[src/common/spi_slave_pkg.sv]
// Shared constants and types of the byte-wide serial slave
package spi_slave_pkg;
   localparam int DATA_W = 8;
   localparam int ADDR_W = 3;
   localparam int IRQ_W = 3;
   localparam int SYNC_STAGES = 3;

   // Register word addresses
   localparam logic [ADDR_W-1:0] CTRL_STATUS_ADDR = 3'h0;
   localparam logic [ADDR_W-1:0] TX_DATA_ADDR = 3'h1;
   localparam logic [ADDR_W-1:0] RX_DATA_ADDR = 3'h2;
   localparam logic [ADDR_W-1:0] SELECT_ADDR = 3'h3;
   localparam logic [ADDR_W-1:0] IRQ_STATUS_ADDR = 3'h4;
   localparam logic [ADDR_W-1:0] IRQ_CLEAR_ADDR = 3'h5;
   localparam logic [ADDR_W-1:0] IRQ_ENABLE_ADDR = 3'h6;

   // Control/status field positions
   localparam int ENABLE_BIT = 0;
   localparam int POLARITY_BIT = 1;
   localparam int PHASE_BIT = 2;
   localparam int RX_FULL_BIT = 3;
   localparam int TX_EMPTY_BIT = 4;
   localparam int DONE_BIT = 5;
   localparam int OVERRUN_BIT = 6;
   localparam int ORDER_BIT = 7;

   // Configuration codes and status masks as software sees them
   localparam logic [DATA_W-1:0] mode_zero_code = 8'h00;
   localparam logic [DATA_W-1:0] mode_one_code = 8'h02;
   localparam logic [DATA_W-1:0] mode_two_code = 8'h04;
   localparam logic [DATA_W-1:0] mode_three_code = 8'h06;
   localparam logic [DATA_W-1:0] low_bit_first_setting = 8'h80;
   localparam logic [DATA_W-1:0] high_bit_first_setting = 8'h00;
   localparam logic [DATA_W-1:0] transfer_done_flag = 8'h20;
   localparam logic [DATA_W-1:0] receive_overrun_flag = 8'h40;
   localparam logic [DATA_W-1:0] transmit_empty_flag = 8'h10;
   localparam logic [DATA_W-1:0] receive_full_flag = 8'h08;
   localparam logic [DATA_W-1:0] CTRL_WRITE_MASK = 8'h87;
   localparam logic [DATA_W-1:0] CTRL_RESET = 8'h10;

   // Select register fields
   localparam int SOURCE_BIT = 0;
   localparam int LEVEL_BIT = 1;

   // Interrupt status/enable/clear fields
   localparam int IRQ_DONE_BIT = 0;
   localparam int IRQ_OVERRUN_BIT = 1;
   localparam int IRQ_TX_EMPTY_BIT = 2;

   typedef enum logic {link_idle = 1'b0, link_active = 1'b1} link_state_type;

   typedef struct packed {
      logic [SYNC_STAGES-1:0] sclk;
      logic [SYNC_STAGES-1:0] select_n;
      logic [SYNC_STAGES-1:0] mosi;
   } pin_sync_type;

   typedef struct packed {
      link_state_type link;
      pin_sync_type sync;
      logic sclk_level;
      logic pin_select_n;
      logic mosi_level;
      logic select_prev_n;
      logic [DATA_W-1:0] ctrl;
      logic [DATA_W-1:0] tx_buf;
      logic [DATA_W-1:0] rx_buf;
      logic [DATA_W-1:0] tx_shift;
      logic [DATA_W-1:0] rx_shift;
      logic [2:0] bit_count;
      logic software_select_source;
      logic soft_select_n;
      logic [IRQ_W-1:0] irq_status;
      logic [IRQ_W-1:0] irq_enable;
      logic miso;
      logic irq;
      logic [DATA_W-1:0] rd_data;
   } state_type;
endpackage

[src/design/spi_slave_control_status.sv]
// Byte-wide serial slave with control/status, buffers, select source and interrupt
//
// Local design decisions: the placing of the registers and the strobed register port.
`timescale 1ns/10ps
`default_nettype none

module spi_slave_control_status (
   input wire logic clk,
   input wire logic reset_n,
   input wire logic [spi_slave_pkg::ADDR_W-1:0] addr,
   input wire logic [spi_slave_pkg::DATA_W-1:0] wr_data,
   input wire logic wr_en,
   input wire logic rd_en,
   output logic [spi_slave_pkg::DATA_W-1:0] rd_data,
   input wire logic sclk,
   input wire logic select_n_pin,
   input wire logic mosi,
   output logic miso,
   output logic irq
);
   import spi_slave_pkg::*;

   state_type state;
   state_type next_state;
   logic select_n;
   logic active_select;
   logic sclk_edge;
   logic leading;
   logic capture;
   logic change;
   logic done_event;
   logic load_event;
   logic [DATA_W-1:0] rx_next;

   // First bit of a byte for the chosen order
   function automatic logic first_bit(input logic [DATA_W-1:0] value, input logic low_first);
      first_bit = low_first ? value[0] : value[DATA_W-1];
   endfunction

   // Select source, edge classes and transfer events
   always_comb begin
      select_n = state.software_select_source ? state.soft_select_n : state.pin_select_n;
      active_select = state.ctrl[ENABLE_BIT] && !select_n;
      sclk_edge = (state.sync.sclk[1] == state.sync.sclk[2]) && (state.sync.sclk[2] != state.sclk_level);
      leading = state.sync.sclk[2] != state.ctrl[POLARITY_BIT]; // Away from idle level
      capture = sclk_edge && (leading ^ state.ctrl[PHASE_BIT]);
      change = sclk_edge && !(leading ^ state.ctrl[PHASE_BIT]);
      load_event = (state.link == link_idle) && active_select && state.select_prev_n;
      done_event = (state.link == link_active) && active_select && capture && (state.bit_count == 3'h7);
      if (state.ctrl[ORDER_BIT]) begin
         rx_next = {state.mosi_level, state.rx_shift[DATA_W-1:1]};
      end else begin
         rx_next = {state.rx_shift[DATA_W-2:0], state.mosi_level};
      end
   end

   // Whole next state; synchronous reset handled here
   always_comb begin
      next_state = state;
      next_state.rd_data = '0;
      // Three-stage sampling; a level only counts once stages two and three agree
      next_state.sync.sclk = {state.sync.sclk[1:0], sclk};
      next_state.sync.select_n = {state.sync.select_n[1:0], select_n_pin};
      next_state.sync.mosi = {state.sync.mosi[1:0], mosi};
      if (state.sync.sclk[1] == state.sync.sclk[2]) begin
         next_state.sclk_level = state.sync.sclk[2];
      end
      if (state.sync.select_n[1] == state.sync.select_n[2]) begin
         next_state.pin_select_n = state.sync.select_n[2];
      end
      if (state.sync.mosi[1] == state.sync.mosi[2]) begin
         next_state.mosi_level = state.sync.mosi[2];
      end
      next_state.select_prev_n = !active_select;

      // Register reads; flag clears come before hardware sets so sets win
      if (rd_en) begin
         unique case (addr)
            CTRL_STATUS_ADDR: begin
               next_state.rd_data = state.ctrl;
               next_state.ctrl[DONE_BIT] = 1'b0;
               next_state.ctrl[OVERRUN_BIT] = 1'b0;
               next_state.ctrl[RX_FULL_BIT] = 1'b0;
            end
            TX_DATA_ADDR: next_state.rd_data = state.tx_buf;
            RX_DATA_ADDR: begin
               next_state.rd_data = state.rx_buf;
               next_state.ctrl[RX_FULL_BIT] = 1'b0;
            end
            SELECT_ADDR: next_state.rd_data = {6'h00, state.soft_select_n, state.software_select_source};
            IRQ_STATUS_ADDR: next_state.rd_data = {5'h00, state.irq_status};
            IRQ_ENABLE_ADDR: next_state.rd_data = {5'h00, state.irq_enable};
            default: next_state.rd_data = '0;
         endcase
      end

      // Register writes; flag bits of control/status are read-only
      if (wr_en) begin
         unique case (addr)
            CTRL_STATUS_ADDR: begin
               next_state.ctrl = (state.ctrl & ~CTRL_WRITE_MASK) | (wr_data & CTRL_WRITE_MASK);
            end
            TX_DATA_ADDR: next_state.tx_buf = wr_data;
            SELECT_ADDR: begin
               next_state.software_select_source = wr_data[SOURCE_BIT];
               next_state.soft_select_n = wr_data[LEVEL_BIT];
            end
            IRQ_CLEAR_ADDR: next_state.irq_status = state.irq_status & ~wr_data[IRQ_W-1:0];
            IRQ_ENABLE_ADDR: next_state.irq_enable = wr_data[IRQ_W-1:0];
            default: ;
         endcase
      end

      // Link sequencing
      unique case (state.link)
         link_idle: begin
            if (load_event) begin
               next_state.link = link_active;
               next_state.tx_shift = state.tx_buf;
               next_state.miso = first_bit(state.tx_buf, state.ctrl[ORDER_BIT]);
               next_state.bit_count = 3'h0;
               next_state.ctrl[TX_EMPTY_BIT] = 1'b1;
               next_state.irq_status[IRQ_TX_EMPTY_BIT] = 1'b1;
            end
         end
         link_active: begin
            if (!active_select) begin
               // Deselect or disable abandons a partial byte
               next_state.link = link_idle;
            end else if (capture) begin
               next_state.rx_shift = rx_next;
               next_state.bit_count = state.bit_count + 3'h1;
               if (done_event) begin
                  if (next_state.ctrl[RX_FULL_BIT]) begin
                     next_state.ctrl[OVERRUN_BIT] = 1'b1;
                     next_state.irq_status[IRQ_OVERRUN_BIT] = 1'b1;
                  end
                  next_state.rx_buf = rx_next;
                  next_state.tx_shift = state.tx_buf;
                  next_state.miso = first_bit(state.tx_buf, state.ctrl[ORDER_BIT]);
                  next_state.ctrl[RX_FULL_BIT] = 1'b1;
                  next_state.ctrl[DONE_BIT] = 1'b1;
                  next_state.ctrl[TX_EMPTY_BIT] = 1'b1;
                  next_state.irq_status[IRQ_DONE_BIT] = 1'b1;
                  next_state.irq_status[IRQ_TX_EMPTY_BIT] = 1'b1;
               end
            end else if (change && state.bit_count != 3'h0) begin
               // No shift before the first capture, so phase 1 keeps its first bit
               if (state.ctrl[ORDER_BIT]) begin
                  next_state.tx_shift = state.tx_shift >> 1;
                  next_state.miso = state.tx_shift[1];
               end else begin
                  next_state.tx_shift = state.tx_shift << 1;
                  next_state.miso = state.tx_shift[DATA_W-2];
               end
            end
         end
      endcase

      // A fresh byte from software overrides a same-cycle load
      if (wr_en && addr == TX_DATA_ADDR) begin
         next_state.ctrl[TX_EMPTY_BIT] = 1'b0;
      end
      next_state.irq = |(next_state.irq_status & next_state.irq_enable);

      if (!reset_n) begin
         next_state = '0;
         next_state.sync.sclk = '0;
         next_state.sync.select_n = '1; // Idle deselected, so no false fall after reset
         next_state.sclk_level = 1'b0;
         next_state.pin_select_n = 1'b1;
         next_state.select_prev_n = 1'b1;
         next_state.soft_select_n = 1'b1;
         next_state.ctrl = CTRL_RESET;
         next_state.link = link_idle;
      end
   end

   // State register
   always_ff @(posedge clk) begin
      state <= next_state;
   end

   assign rd_data = state.rd_data;
   assign miso = state.miso;
   assign irq = state.irq;
endmodule

`default_nettype wire

[config.mk]
export PLATFORM = sky130hd
export DESIGN_NAME = spi_slave_control_status
export DESIGN_NICKNAME = d
export VERILOG_FILES = /design/src/common/spi_slave_pkg.sv /design/src/design/spi_slave_control_status.sv
export SDC_FILE = /design/constraint.sdc
export NUM_CORES = 1
export LEC_CHECK = 0
export BUFFER_PORTS_ARGS = -buffer_cell sky130_fd_sc_hd__buf_2
export CAP_MARGIN = 20
export CORE_MARGIN = 3
export CORE_UTILIZATION = 51
export DETAILED_ROUTE_END_ITERATION = 12
export PLACE_DENSITY = 0.8
export SLEW_MARGIN = 20
export SYNTH_ARGS = -nofsm -noshare
export SYNTH_HDL_FRONTEND = slang
export SYNTH_SLANG_ARGS = --single-unit
[constraint.sdc]
create_clock -name clk -period 2.55 [get_ports clk]
set_clock_uncertainty 0.15 [all_clocks]
set_input_delay 0.1275 -clock clk [delete_from_list [all_inputs] [get_ports clk]]
set_output_delay 0.1275 -clock clk [all_outputs]
set_load 0.01 [all_outputs]
==> impl_metrics.json <==
{
  "grtUsageTotal_pct": 20.18,
  "worst_skew_pair.late_latency_ns": 0.36,
  "gp_congestion": 0.9030,
  "drive_above_1_share_pct": 17.33,
  "cp.arrival_ns": 2.29,
  "wl_per_cell_um": 15.23,
  "ys_dominant_reg_cell": "dfxtp_1",
  "synth.largest_area_cell": "dfxtp_1",
  "period_share_pct": 84.81,
  "critPathLaunch": "state[54]$_SDFFE_PN0P_",
  "synth_area_mm2": 0.003562,
  "clock_path_buffers": 2,
  "initial_utilization_pct": 54.24,
  "fin_nets": 420,
  "end_kind": "flip-flop",
  "synth.net_count": 394,
  "gr-total-overflow": 0,
  "slowest_delay_ns": 0.39,
  "placedCellCount": 469,
  "via_per_inst": 5.604,
  "grt_max_degree": 49,
  "hold_viol": 0,
  "critPathLaunchType": "flip-flop",
  "path_max_fanout": 13,
  "vias": 2785,
  "layoutNonFillerInstCount": 497,
  "drv_slew": 0,
  "fp.dieW_um": 89.58,
  "clk_pin_slew_worst_paths_ns": 0.08,
  "period_needed_ns": 2.163,
  "die-area_mm2": 0.008024,
  "drv_cap": 0,
  "pwr_density_cell_mw_per_mm2": 554.9,
  "clock-sinks": 75,
  "utilization_pct": 60.81,
  "ys_warn_count": 0,
  "stdcell_area_mm2": 0.003994,
  "wl_um": 7567,
  "synth_area_leaders": "dfxtp_1 (42%), mux2i_1 (8.1%), o211a_1 (4.8%), nand2_1 (4.6%), mux2_2 (3.2%)",
  "htree_num_levels": 3,
  "relSlewSlack_pct": 47.33,
  "hp-class": "in2reg",
  "fp-row-count": 29,
  "finalSetupTns_ns": 0,
  "placed_cell_area_mm2": 0.003681,
  "max-vdd-ir-drop_uv": 322.0,
  "setup_viol": 0,
  "grt_pass1_wl_um": 12390,
  "worstPathCellList": "xnor2_2 -> mux2i_4 -> buf_4 -> o311a_1 -> mux2i_1",
  "path_buf_inv": 1,
  "yosysUniqueCellTypes": 46,
  "synth_cells": 373,
  "area_growth_pct": 12.12,
  "ios": 28,
  "antennaDiodeCount": 0,
  "antenna_found_initial": 0,
  "leakage_nw": 1.709,
  "drc_errors": 0,
  "ys_ff_latch": 75,
  "tightest_slew_ns": 0.7900,
  "core_mm2": 0.006568,
  "path_class": "reg2reg",
  "synth-edff-count": 0,
  "post-dp-hpwl_um": 5068,
  "cts_buffers": 9,
  "seq_area_frac_synth_pct": 42.15,
  "n_fill_cell": 547,
  "die_h_um": 89.58,
  "cts_tree": "done",
  "fmax_mhz": 462.4,
  "hp-start": "addr[2]",
  "postRouteAntennaNets": 0,
  "grt_pass1_vias": 2546,
  "cpMaxStageDelayCell": "mux2i_4",
  "post_synth.cell_area_avg_um2": 9.550,
  "rsz0062_at_grt": "false",
  "critical-path-top-delay-family": "multiplexers",
  "drt_iter0_drc": 191,
  "cp.required_ns": 2.67,
  "synthArstFlopShare_pct": 0,
  "r2r-start": "state[54]$_SDFFE_PN0P_",
  "netlist.area_leader.share_pct": 42.15,
  "portBuffers": 27,
  "status": "complete, no violations",
  "cts_root_buf": "clkbuf_8",
  "dr.pass1.iters": 4
}
[per-stage QoR]
stage / hold WS [ns] / setup WS [ns] / power (mW)
6_report: 0.06043 / 0.3872 / 2.216
3_5_place_dp: 0.1605 / 0.4077 / 1.325
4_1_cts: 0.04389 / 0.3758 / 2.231
3_3_place_gp: 0.1571 / 0.4376 / 1.324
2_1_floorplan: 0.07897 / 0.7134 / 1.291
5_1_grt: 0.05728 / 0.2263 / 2.311
[logic make-up (layout without fill, tap and decap cells)]
group | Yosys count | count (layout) | share of synthesized area [%]
and+or+nand+nor | 120 | 120 | 17.74
muxes | 41 | 41 | 12.57
AOI/OAI and AO/OA | 97 | 97 | 20.30
DFF | 75 | 75 | 42.15
xor gates and xnor gates | 1 | 1 | 0.4567
buffers and inverters | 36 | 67 | 5.725
adders and majority gates | 3 | 3 | 1.054
[cell type report]
class	count	area, µm²	share of cell area, %
Multi-Input combinational cell	262	1857	46.49
Sequential cell	75	1501	37.59
Timing Repair Buffer	46	307.8	7.707
Clock buffer	10	127.6	3.195
Tap cell	93	116.4	2.914
Clock inverter	6	65.06	1.629
Inverter	5	18.77	0.4699
[report_power, final]
group / total, mW / internal [mW] / switching, mW
sequential: 1.19 / 1.18 / 0.00933
combinational: 0.120 / 0.0571 / 0.0631
clock: 0.903 / 0.454 / 0.450
[flip-flops by register name (all words and copies together), names as in the netlist]
name     count
irq          1
state       65
rd_data      8
miso         1
[synthesized netlist by cell type (all sizes together), types with 13 or more instances]
| master | n |
|---|---|
| mux2i | 30 |
| dfxtp | 75 |
| o21ai | 13 |
| buf | 17 |
| clkbuf | 14 |
| nand2 | 45 |
| nor2 | 21 |
| nand2b | 13 |
| o211a | 17 |
| a21boi | 13 |
| nor2b | 13 |
| a21oi | 18 |
[path summary, 6_finish.rpt]
path / endpoint / slack, ns / cells past startpoint
worst max register to register: miso$_SDFFE_PN0P_ / 0.39 / 5
worst max-delay path: miso$_SDFFE_PN0P_ / 0.39 / 5
worst min-delay path: rd_data[2]$_SDFF_PN0_ / 0.06 / 3
worst min register to register: state[69]$_SDFF_PN1_ / 0.27 / 1
[layer usage]
layer  vias to the layer above  GRT usage, %  wire length (µm)
li1                       1380             -                 -
met1                      1310         27.88              3543
met2                        79         29.32              3459
met3                        16         5.201               398
met4                         0         9.472               165
met5                         -             0                 0
[worst min-delay path, cell delays in order]
cell	delay, ns
buf_2	0.17
o21ai_0	0.18
nor2_1	0.04
[placed cells by master, fill, tap and decap left out, drive strengths merged, types with 17 or more instances in the layout]
cell type	n
dfxtp	75
nand2	45
buf	34
mux2i	30
nor2	21
a21oi	18
o211a	17
[what timing repair did]
item                                   CTS  global route
hold buffers                            12             0
gates resized for setup                  0             0
setup buffers                            0             0
endpoints found under the hold margin   21             0
(Power assumes the default switching activity.)
